## src/verilog/fpes_pkg.sv

```systemverilog
// Shared constants and types for the floating-point error signalling block
package fpes_pkg;
    localparam logic [7:0] FPES_FP_VECTOR      = 8'h10;
    localparam logic [7:0] FPES_DNA_VECTOR     = 8'h07;
    localparam int         FPES_MM_REGS        = 8;
    localparam int         FPES_MM_WIDTH       = 64;
    localparam int         FPES_STACK_IDX_W    = 3;
    localparam logic [63:0] FPES_REG_RESET     = 64'h0000_0000_0000_0000;
    localparam logic [2:0]  FPES_TOP_RESET     = 3'h0;

    // Instruction class presented at each retirement boundary
    typedef enum logic [2:0] {
        FPES_CLS_OTHER,
        FPES_CLS_FP,
        FPES_CLS_MM_INT,
        FPES_CLS_MM_FLT,
        FPES_CLS_WAIT
    } fpes_class_e;

    typedef enum logic [1:0] {
        FPES_RUN,
        FPES_STALL,
        FPES_SELF
    } fpes_state_e;
endpackage

```

## src/verilog/fpes_core.sv

```systemverilog
// Numeric exception reporting, stall and resume control of the core
//
// Operation
// RL1 - With the mode bit set, an unmasked exception vectors internally to 10h.
// RL2 - With the mode bit clear, no self-vectoring; the core waits for the external interrupt.
// RL3 - The error output goes low to report an unmasked floating-point exception.
// RL4 - With error asserted and ignore negated, execution stops until an interrupt.
// RL5 - Outside logic raises the maskable interrupt in answer to the error output.
// RL6 - Outside logic asserts ignore on an I/O write to port F0h.
// RL7 - With ignore sampled asserted, the pending exception is dropped and execution resumes.
// RL8 - Outside logic negates ignore once the error output negates.
// RL9 - A pending exception raises the error output at the next fp, packed or wait boundary.
// RL10 - Ignore counts only for error-sensitive fp, packed or wait instructions in mode 0.
// RL11 - Packed multimedia instructions never raise fp exceptions themselves.
// RL12 - Eight 64-bit multimedia registers alias the floating-point stack.
// RL13 - Multimedia faults use only the existing exception vectors.
// RL14 - Outside ignore latch is held negated after reset, set by the port write, cleared with error.
module fpes_core
    import fpes_pkg::*;
(
    input  wire logic                        clk,
    input  wire logic                        arst_n,
    input  wire logic                        numeric_error_mode_bit,
    input  wire logic                        ignore_numeric_err_in_n,
    input  wire logic                        maskable_irq_in,
    input  wire logic                        boundary_valid,
    input  wire fpes_class_e                 boundary_class,
    input  wire logic                        exc_raise,
    input  wire logic                        exc_masked,
    input  wire logic                        mm_fault,
    input  wire logic [7:0]                  mm_fault_vector,
    input  wire logic                        stack_wr_en,
    input  wire logic [FPES_STACK_IDX_W-1:0] stack_wr_idx,
    input  wire logic [FPES_MM_WIDTH-1:0]    stack_wr_data,
    input  wire logic [FPES_STACK_IDX_W-1:0] stack_rd_idx,
    output logic      [FPES_MM_WIDTH-1:0]    stack_rd_data,
    output logic                             fp_error_out_n,
    output logic                             exec_stall,
    output logic                             vector_valid,
    output logic      [7:0]                  vector_num
);
    ////////////////////////////////////////////////////////////////////////////
    logic        rst_s1_q;
    logic        rst_n_q;
    logic        ign_s1_q;
    logic        ign_n_q;
    logic        irq_s1_q;
    logic        irq_q;
    logic        pending_q;
    logic        err_q;
    fpes_state_e state_q;
    logic        sens_bnd;
    logic        fp_src;
    logic        raise_ok;
    logic        report;
    logic        go_self;
    logic        go_stall;
    logic        drop_pend;
    logic        stall_ign;
    logic        stall_irq;

    always_ff @(posedge clk or negedge arst_n) begin
        if (!arst_n) begin
            rst_s1_q <= 1'b0;
            rst_n_q  <= 1'b0;
        end else begin
            rst_s1_q <= 1'b1;
            rst_n_q  <= rst_s1_q;
        end
    end

    // Pins are asynchronous to the core clock
    always_ff @(posedge clk or negedge rst_n_q) begin
        if (!rst_n_q) begin
            ign_s1_q <= 1'b1;
            ign_n_q  <= 1'b1;
            irq_s1_q <= 1'b0;
            irq_q    <= 1'b0;
        end else begin
            ign_s1_q <= ignore_numeric_err_in_n;
            ign_n_q  <= ign_s1_q;
            irq_s1_q <= maskable_irq_in;
            irq_q    <= irq_s1_q;
        end
    end

    ////////////////////////////////////////////////////////////////////////////
    // Only real fp instructions may raise; packed classes cannot
    // Codes past the last class never occur; they decode as insensitive
    always_comb begin
        sens_bnd = 1'b0;
        fp_src   = 1'b0;
        if (boundary_valid) begin
            unique case (boundary_class)
                FPES_CLS_FP: begin
                    sens_bnd = 1'b1;                                    // RL9
                    fp_src   = 1'b1;                                    // RL11
                end
                FPES_CLS_MM_INT, FPES_CLS_MM_FLT, FPES_CLS_WAIT: begin
                    sens_bnd = 1'b1;                                    // RL9
                end
                default: begin
                    sens_bnd = 1'b0;
                end
            endcase
        end
    end

    assign raise_ok  = fp_src && exc_raise && !exc_masked;              // RL11
    assign report    = state_q == FPES_RUN && pending_q && sens_bnd;    // RL9
    assign go_self   = report && numeric_error_mode_bit;                // RL1
    assign go_stall  = report && !numeric_error_mode_bit && ign_n_q;    // RL2
    assign drop_pend = report && !numeric_error_mode_bit && !ign_n_q;   // RL10
    assign stall_ign = state_q == FPES_STALL && !ign_n_q;               // RL7
    assign stall_irq = state_q == FPES_STALL && ign_n_q && irq_q;       // RL4

    ////////////////////////////////////////////////////////////////////////////
    always_ff @(posedge clk or negedge rst_n_q) begin
        if (!rst_n_q) begin
            state_q <= FPES_RUN;
        end else begin
            unique case (state_q)
                FPES_RUN: begin
                    if (go_self) begin
                        state_q <= FPES_SELF;                           // RL1
                    end else if (go_stall) begin
                        state_q <= FPES_STALL;                          // RL2
                    end
                end
                FPES_STALL: begin
                    if (stall_ign || stall_irq) begin
                        state_q <= FPES_RUN;                            // RL4
                    end
                end
                FPES_SELF: begin
                    state_q <= FPES_RUN;
                end
            endcase
        end
    end

    // A raise in the same cycle as the drop is merged into it
    always_ff @(posedge clk or negedge rst_n_q) begin
        if (!rst_n_q) begin
            pending_q <= 1'b0;
        end else if (drop_pend || stall_ign || state_q == FPES_SELF) begin
            pending_q <= 1'b0;                                          // RL7
        end else if (state_q == FPES_RUN && raise_ok) begin
            pending_q <= 1'b1;                                          // RL3
        end
    end

    // Error survives an interrupt exit; only a sampled ignore clears it
    always_ff @(posedge clk or negedge rst_n_q) begin
        if (!rst_n_q) begin
            err_q <= 1'b0;
        end else if (drop_pend || stall_ign) begin
            err_q <= 1'b0;                                              // RL7
        end else if (go_stall) begin
            err_q <= 1'b1;                                              // RL3
        end
    end

    // Vector goes out one cycle in self-handled mode; faults reuse existing vectors
    always_ff @(posedge clk or negedge rst_n_q) begin
        if (!rst_n_q) begin
            vector_valid <= 1'b0;
            vector_num   <= 8'h00;
        end else if (state_q == FPES_SELF) begin
            vector_valid <= 1'b1;
            vector_num   <= FPES_FP_VECTOR;                             // RL1
        end else if (mm_fault) begin
            vector_valid <= 1'b1;
            vector_num   <= mm_fault_vector;                            // RL13
        end else begin
            vector_valid <= 1'b0;
            vector_num   <= 8'h00;
        end
    end

    always_ff @(posedge clk or negedge rst_n_q) begin
        if (!rst_n_q) begin
            fp_error_out_n <= 1'b1;
        end else begin
            fp_error_out_n <= !err_q;                                   // RL3
        end
    end

    assign exec_stall = state_q == FPES_STALL;                          // RL4

    fpes_regstack u_stack (
        .clk     (clk),
        .rst_n   (rst_n_q),
        .wr_en   (stack_wr_en),
        .wr_idx  (stack_wr_idx),
        .wr_data (stack_wr_data),
        .rd_idx  (stack_rd_idx),
        .rd_data (stack_rd_data)                                        // RL12
    );

    ////////////////////////////////////////////////////////////////////////////
    // Self-vectoring path
    a_self_vector: assert property (@(posedge clk) disable iff (!rst_n_q) // RL1
        state_q == FPES_SELF |=> vector_valid && vector_num == FPES_FP_VECTOR)
        else $error("self vector not 10h");

    a_self_mode1: assert property (@(posedge clk) disable iff (!rst_n_q) // RL1
        state_q == FPES_SELF |-> $past(numeric_error_mode_bit))
        else $error("self vector without mode bit");

    a_self_once: assert property (@(posedge clk) disable iff (!rst_n_q) // RL1
        state_q == FPES_SELF |=> state_q == FPES_RUN && !pending_q)
        else $error("self vector not retired");

    a_no_self_mode0: assert property (@(posedge clk) disable iff (!rst_n_q) // RL2
        (!numeric_error_mode_bit && state_q == FPES_RUN) |=> state_q != FPES_SELF)
        else $error("self vector in mode 0");

    a_err_mode0: assert property (@(posedge clk) disable iff (!rst_n_q) // RL2
        $rose(err_q) |-> !$past(numeric_error_mode_bit))
        else $error("error output in mode 1");

    a_stall_no_vec: assert property (@(posedge clk) disable iff (!rst_n_q) // RL2
        (exec_stall && !mm_fault) |=> !vector_valid)
        else $error("vector while stalled");

    // Error output and stall
    a_err_follows: assert property (@(posedge clk) disable iff (!rst_n_q) // RL3
        $rose(err_q) |=> !fp_error_out_n)
        else $error("error output late");

    a_err_idle: assert property (@(posedge clk) disable iff (!rst_n_q) // RL3
        !err_q |=> fp_error_out_n)
        else $error("error output without cause");

    a_err_unmasked: assert property (@(posedge clk) disable iff (!rst_n_q) // RL3
        (!pending_q && exc_masked) |=> !pending_q)
        else $error("masked exception pended");

    a_stall_hold: assert property (@(posedge clk) disable iff (!rst_n_q) // RL4
        (exec_stall && ign_n_q && !irq_q) |=> exec_stall)
        else $error("stall left without cause");

    a_stall_err: assert property (@(posedge clk) disable iff (!rst_n_q) // RL4
        exec_stall |-> err_q && pending_q)
        else $error("stall without error");

    a_irq_exit: assert property (@(posedge clk) disable iff (!rst_n_q) // RL4
        (exec_stall && ign_n_q && irq_q) |=> !exec_stall && err_q && pending_q)
        else $error("interrupt exit lost error");

    a_irq_sync: assert property (@(posedge clk) disable iff (!rst_n_q) // RL4
        irq_q == $past(irq_s1_q))
        else $error("interrupt sync skipped");

    // Ignore handling and boundary reporting
    a_ignore_resume: assert property (@(posedge clk) disable iff (!rst_n_q) // RL7
        (exec_stall && !ign_n_q) |=> !exec_stall && !pending_q ##1 fp_error_out_n)
        else $error("ignore did not resume");

    a_ign_sync: assert property (@(posedge clk) disable iff (!rst_n_q) // RL7
        ign_n_q == $past(ign_s1_q))
        else $error("ignore sync skipped");

    a_boundary_report: assert property (@(posedge clk) disable iff (!rst_n_q) // RL9
        (state_q == FPES_RUN && pending_q && sens_bnd && !numeric_error_mode_bit && ign_n_q)
        |=> exec_stall ##1 !fp_error_out_n)
        else $error("no report at boundary");

    a_no_report_off: assert property (@(posedge clk) disable iff (!rst_n_q) // RL9
        (state_q == FPES_RUN && !sens_bnd) |=> state_q == FPES_RUN)
        else $error("report off a boundary");

    a_ignore_mode: assert property (@(posedge clk) disable iff (!rst_n_q) // RL10
        (state_q == FPES_RUN && pending_q && !sens_bnd) |=> pending_q)
        else $error("pending dropped off boundary");

    a_drop_clears: assert property (@(posedge clk) disable iff (!rst_n_q) // RL10
        (state_q == FPES_RUN && pending_q && sens_bnd && !numeric_error_mode_bit && !ign_n_q)
        |=> !pending_q && !err_q && !exec_stall ##1 fp_error_out_n)
        else $error("ignore at boundary not honoured");

    a_mode1_no_drop: assert property (@(posedge clk) disable iff (!rst_n_q) // RL10
        (state_q == FPES_RUN && pending_q && sens_bnd && numeric_error_mode_bit)
        |=> state_q == FPES_SELF && pending_q)
        else $error("ignore used in mode 1");

    // Packed instructions and fault vectors
    a_mm_no_raise: assert property (@(posedge clk) disable iff (!rst_n_q) // RL11
        (state_q == FPES_RUN && !pending_q && !fp_src) |=> !pending_q)
        else $error("packed op raised exception");

    a_pend_source: assert property (@(posedge clk) disable iff (!rst_n_q) // RL11
        $rose(pending_q) |-> $past(fp_src) && $past(exc_raise))
        else $error("pending without fp raise");

    a_mm_vector: assert property (@(posedge clk) disable iff (!rst_n_q) // RL13
        (mm_fault && state_q != FPES_SELF) |=> vector_num == $past(mm_fault_vector))
        else $error("fault vector altered");

    a_idle_vector: assert property (@(posedge clk) disable iff (!rst_n_q) // RL13
        (state_q != FPES_SELF && !mm_fault) |=> !vector_valid)
        else $error("vector without cause");

    c_stall: cover property (@(posedge clk) disable iff (!rst_n_q) $rose(exec_stall));
    c_ignore: cover property (@(posedge clk) disable iff (!rst_n_q) exec_stall && !ign_n_q);
    c_self: cover property (@(posedge clk) disable iff (!rst_n_q) state_q == FPES_SELF);
    c_irq_exit: cover property (@(posedge clk) disable iff (!rst_n_q) exec_stall && irq_q && ign_n_q);
    c_drop: cover property (@(posedge clk) disable iff (!rst_n_q)
        state_q == FPES_RUN && pending_q && sens_bnd && !numeric_error_mode_bit && !ign_n_q);
endmodule

```

## src/verilog/fpes_regstack.sv

```systemverilog
// Shared register stack for floating-point and multimedia values
module fpes_regstack
    import fpes_pkg::*;
(
    input  wire logic                        clk,
    input  wire logic                        rst_n,
    input  wire logic                        wr_en,
    input  wire logic [FPES_STACK_IDX_W-1:0] wr_idx,
    input  wire logic [FPES_MM_WIDTH-1:0]    wr_data,
    input  wire logic [FPES_STACK_IDX_W-1:0] rd_idx,
    output logic      [FPES_MM_WIDTH-1:0]    rd_data
);
    logic [FPES_MM_WIDTH-1:0] mem_q [FPES_MM_REGS];

    // One physical array serves both views, so a state save covers both
    genvar gi;
    generate
        for (gi = 0; gi < FPES_MM_REGS; gi++) begin : g_ent
            always_ff @(posedge clk or negedge rst_n) begin
                if (!rst_n) begin
                    mem_q[gi] <= FPES_REG_RESET;
                end else if (wr_en && wr_idx == FPES_STACK_IDX_W'(gi)) begin
                    mem_q[gi] <= wr_data;
                end
            end
        end
    endgenerate

    always_ff @(posedge clk or negedge rst_n) begin
        if (!rst_n) begin
            rd_data <= FPES_REG_RESET;
        end else begin
            rd_data <= mem_q[rd_idx];
        end
    end
endmodule
```

## config.mk

```make
export PLATFORM = sky130hd
export DESIGN_NAME = fpes_core
export DESIGN_NICKNAME = d
export VERILOG_FILES = /design/src/verilog/fpes_pkg.sv /design/src/verilog/fpes_core.sv /design/src/verilog/fpes_regstack.sv
export SDC_FILE = /design/constraint.sdc
export NUM_CORES = 1
export LEC_CHECK = 0
export BUFFER_PORTS_ARGS = -buffer_cell sky130_fd_sc_hd__buf_2
export CAP_MARGIN = 15
export CORE_ASPECT_RATIO = 0.75
export CORE_MARGIN = 10
export CORE_UTILIZATION = 60
export DETAILED_ROUTE_END_ITERATION = 10
export PLACE_DENSITY = 0.91
export SYNTH_ARGS = -nofsm -noshare
export SYNTH_HDL_FRONTEND = slang
export SYNTH_HIERARCHICAL = 1
export SYNTH_SLANG_ARGS = --single-unit
```

## constraint.sdc

```tcl
create_clock -name clk -period 42 [get_ports clk]
set_clock_uncertainty 0.1 [all_clocks]
set_input_delay 8.4 -clock clk [delete_from_list [all_inputs] [get_ports clk]]
set_output_delay 8.4 -clock clk [all_outputs]
set_load 0.01 [all_outputs]
```

# == After elaboration in Yosys (flattened, before gate mapping) ==
# Cells that the tools add are included.
# op_classes
n_bitwise,1
mux,19
magnitude_cmp,1
div_mod_pow,0
n_addsub,0
shifts,0
reduce_logical,33
eq_ne,15
mul,0
# op_table
cell,n
$bmux W64 S3,1
$mux W64,2
$logic_and A1 B1 Y1,20
$mux W8,2
$eq A3 B3 Y1 const B,5
$eq A3 B2 Y1 const B,4
$mux W1,10
$eq A3 B1 Y1 const B,2
$mux W2,3
$pmux W2 S3,1
$ge A4 B4 Y1 const B,1
$logic_not A1 Y1,4
$not A3 Y4,1
$reduce_bool A2 Y1,2
$reduce_or A4 Y1,1
$logic_not A3 Y1,1
$logic_or A1 B1 Y1,3
$ne A3 B3 Y1 const B,1
$eq A2 B1 Y1 const B,1
$eq A2 B2 Y1 const B,1
$logic_not A2 Y1,1
$ne A2 B1 Y1 const B,1
$reduce_and A2 Y1,1
# word_totals
mem_count,0
reg_bits,596
elab_cells,90
ram_bits,0
inputBits,91
output_inout_bits,75
mem_bits_ro,0
latch_bits,0

# == Longest topological paths before layout ==
# logic_depth
word_depth,10
depth_mapped,6
mapped_depth_nobuf,6

# == Hierarchy ==
# The synthesis kept the hierarchy.
# modules_own_cells
module,instances,seq_area_each_um2,area_each_um2,cells_per_inst
fpes_regstack,1,14413.8,24380.9,1378
fpes_core,1,504.2,793.3,59

# == Least setup slack after synthesis ==
# OpenSTA, ideal clock, no wires.
# synth_path
kind,input to register
from,input port stack_rd_idx[0]
to,register u_stack.rd_data[43]
cell_stages,4
t_required_ns,41.775
arrival_ns,9.520
path_buffers,2
slack_ns,32.255
path_cell_list,buf_6 buf_4 mux4_2 mux2_2
# synth_between
elab_chain_len,4
# synth_rtl
element,line_no,rtl
"start, declared",fpes_core.sv:35,"input wire logic [FPES_STACK_IDX_W-1:0] stack_rd_idx,"
$not A3 Y4 (not written as such),fpes_regstack.sv:33,rd_data <= mem_q[rd_idx];
$bmux W64 S3,fpes_regstack.sv:33,
$mux W64 (not written as such) (2 in series),fpes_regstack.sv:33,
"end signal, assigned",fpes_regstack.sv:33,
"end, declared",fpes_regstack.sv:11,output logic [FPES_MM_WIDTH-1:0] rd_data
# Every way passes these cells. The select of a mux whose other input is x is not followed.
# A chain may end at the register's enable or synchronous reset.

# == Worst setup path in the final report ==
# layout_path
from,input port stack_wr_idx[2]
to,register u_stack/mem_q[497] (netlist name)
# layout_between
elab_chain_len,2
# layout_rtl
element,line_no,rtl
"start, declared",fpes_core.sv:33,"input wire logic [FPES_STACK_IDX_W-1:0] stack_wr_idx,"
$logic_not A3 Y1,fpes_regstack.sv:22,end else if (wr_en && wr_idx == FPES_STACK_IDX_W'(gi)) begin
$logic_and A1 B1 Y1,fpes_regstack.sv:22,
"end signal, assigned by index",fpes_regstack.sv:23,mem_q[gi] <= wr_data;
"end, declared",fpes_regstack.sv:13,logic [FPES_MM_WIDTH-1:0] mem_q [FPES_MM_REGS];
# Every way passes these cells.

==> metrics.txt <==
fin crit share around a quarter; max-slew violations 0; Die Y-Extent 197 µm; Slew @ Worst Pin around 1.1 ns; synth top area cells dfrtp_1 59%, mux2_2 26%, mux4_2 11%; peak supply drop 0.0360 mV; DR WL/cell about 24 µm; TritonCTS Buffers 54; vias in the first global route 15000; Power Dens Cells 54.4 mW/mm²; clock sink total 596; Vias 13300; main combinational cell family by area after synthesis multiplexers; Post-Synth Adder-Cell Area 0.149%; vias per cell 6.08; flip-flop and latch area 0.0149 mm²; CTS Buffer Depth 3; first-pass GRT wire length 85400 µm; status complete, no violations; hold buffer count at CTS 0; post-synthesis area per instance 17.5 µm²; logic gate share of total power ~17%; Die W 257 µm; Synth Area in Compound Gates 0.293%; area of the multi-input gates 0.00974 mm²; R2R depth 2; GRT overflow 0; Post-DRT Antenna Nets 0; critical path capture point type flop; Synth Flop Type dfrtp_1; initial antenna violation count 9; WL final 53700 µm; Port-buffer cells 165; crit path kind input port to flop; reg2reg start rst_n_q$_DFF_PN0_; final setup fails 0; DR iter-0 viols 857; Fin. Hold Viols 0; Cell Chain, Critical Path buf_2, nor4b_2, buf_4, mux2_2; CP Launch Type input port; RSZ-0062 raised after global routing false; DRC violation count after routing 0; Critical Path Fanout Max between 50 and 60; Netlist cell types 37; CTS root buf clkbuf_16; htree depth 2; FMAX 95.2 MHz; setup bufs post-CTS 0; Worst-Skew Late Latency 0.59 ns; # fillers 2673; Worst Path Arrival 10.85 ns; Post-Syn Instances 1437; number of cell rows 64; MaxCap Viol Count 0; layout cell share with drive strength beyond 1 60.7%; Buf/Inv on CP 2; setup TNS 0 ns; Resize count post-CTS 0; CORE AREA 0.0411 mm²; Nets about 1700; Switching Power between 300 and 400 µW; post-synthesis mux area share 37.3%; Synth Area in Simple Gates 0.845%; Flop pwr share 50.1%; reg2reg end u_stack/mem_q[226]$_DFFE_PN0P_; slowest CP cell buf_4; LEAKAGE 0.0122 µW; CTS tree done; area delta synth->final 12.2%; Async SR Flop Fraction 100%; Synth Cell Area 0.0252 mm²; CP max stage delay 0.91 ns; die footprint 0.0506 mm²; number of synthesized flops with an enable pin 0; final RePlAce weighted congestion 0.741; Mapped Nets 1531; min Tclk post-route 10.50 ns; HP Class flop to async pin; CP delay by family, top buffers and inverters; Yosys reg bits 596; # placed instances 2092; Clock Power Share 32.5%; Initial Utilization around 61%; internal power 1160 µW; Worst EP required around 42 ns; sw frac 24.6%; num ports 166; TritonRoute pass-1 iters 4; r2r setup slk 39.44 ns; CP Depth 4; share of the synthesized area in the top cell type 58.9%; register area share after synthesis 59.3%; YS warnings 6; most area-hungry cell type in the Yosys netlist dfrtp_1; Slew headroom about a quarter; non-filler cells, final between 2000 and 2500; synth cell count leaders 593 x dfrtp_1, 576 x mux2_2, 128 x mux4_2; largest net degree at the start of global routing 210; GRT Util Overall 21.2%; estimated wirelength of the detail-placed design 30200 µm; Post-Synth XOR/XNOR Area 0%; top-count cell post-synth dfrtp_1; Worst-path clk slew 0.06 ns
[per-layer routing]
layer  global-route usage (%)  wire length [µm]  vias to the layer above
met5                        0                34                        -
met4                     4.66               893                        6
met3                     4.31              2850                       86
met2                     36.2             27200                      293
met1                     28.0             22700                     7277
li1                         -                 -                     5680
[kinds of logic (layout without fill, tap and decap cells)]
family,Yosys count,count (layout)
mux,706,706
buf+inv,94,286
flops,596,596
other cells,1,6
simple gates,29,29
fa+ha+maj,3,3
compound gates,8,8
[metrics by stage]
step | util [%] | total power (µW) | setup WS [ns] | cell area, µm² | hold slack [ns]
after floorplan | - | 957 | 24.06 | 25200 | 0.231
after global placement | 64.2 | 1020 | 30.89 | 26400 | 0.236
after detailed placement | 64.2 | 1040 | 30.94 | 26400 | 0.246
after CTS | 68.6 | 1550 | 31.52 | 28200 | 0.257
after global routing | 68.7 | 1600 | 31.39 | 28200 | 0.264
final | 68.8 | 1540 | 31.50 | 28200 | 0.217
[cell usage in the layout (no fill, tap or decap), types with 4 or more instances in the layout]
cell / count
clkbuf_1: 11
diode_2: 5
clkbuf_8: 16
buf_2: 162
and2_1: 7
inv_1: 4
clkinv_2: 8
mux4_2: 128
clkbuf_16: 55
buf_4: 20
mux2_2: 576
dfrtp_1: 592
bufinv_16: 4
[power by group through the flow]
stage	clock, µW	combinational [µW]	sequential (µW)
after floorplan	0	187	771
final	499	267	769
after global routing	532	290	783
after detailed placement	0	267	776
after global placement	0	253	765
after CTS	507	270	769
[layout make-up]
type	count	share of cell area, %
multi-input cells	747	34.5
clock inverters	15	0.651
inverters	4	0.0532
repair buffers	186	3.72
clock buffers	81	5.75
diodes	5	0.0443
well taps	561	2.48
flip-flops and latches	596	52.8
[how the worst max path moves through the flow]
| stage | from | endpoint |
|---|---|---|
| finish | stack_wr_idx[2] | u_stack/mem_q[497]$_DFFE_PN0P_ |
| global route | stack_wr_idx[2] | u_stack/mem_q[497]$_DFFE_PN0P_ |
| CTS | stack_wr_idx[2] | u_stack/mem_q[499]$_DFFE_PN0P_ |
| detailed placement | stack_wr_idx[2] | u_stack/mem_q[499]$_DFFE_PN0P_ |
| global placement | stack_wr_idx[2] | u_stack/mem_q[481]$_DFFE_PN0P_ |
| floorplan | rst_n_q$_DFF_PN0_ | err_q$_DFFE_PN0P_ |
[state kept, by name (all words and copies together) (netlist names), 2 cells and up]
name             count
u_stack/rd_data     64
u_stack/mem_q      512
vector_num           8
state_q              2
(Power assumes the default switching activity.)
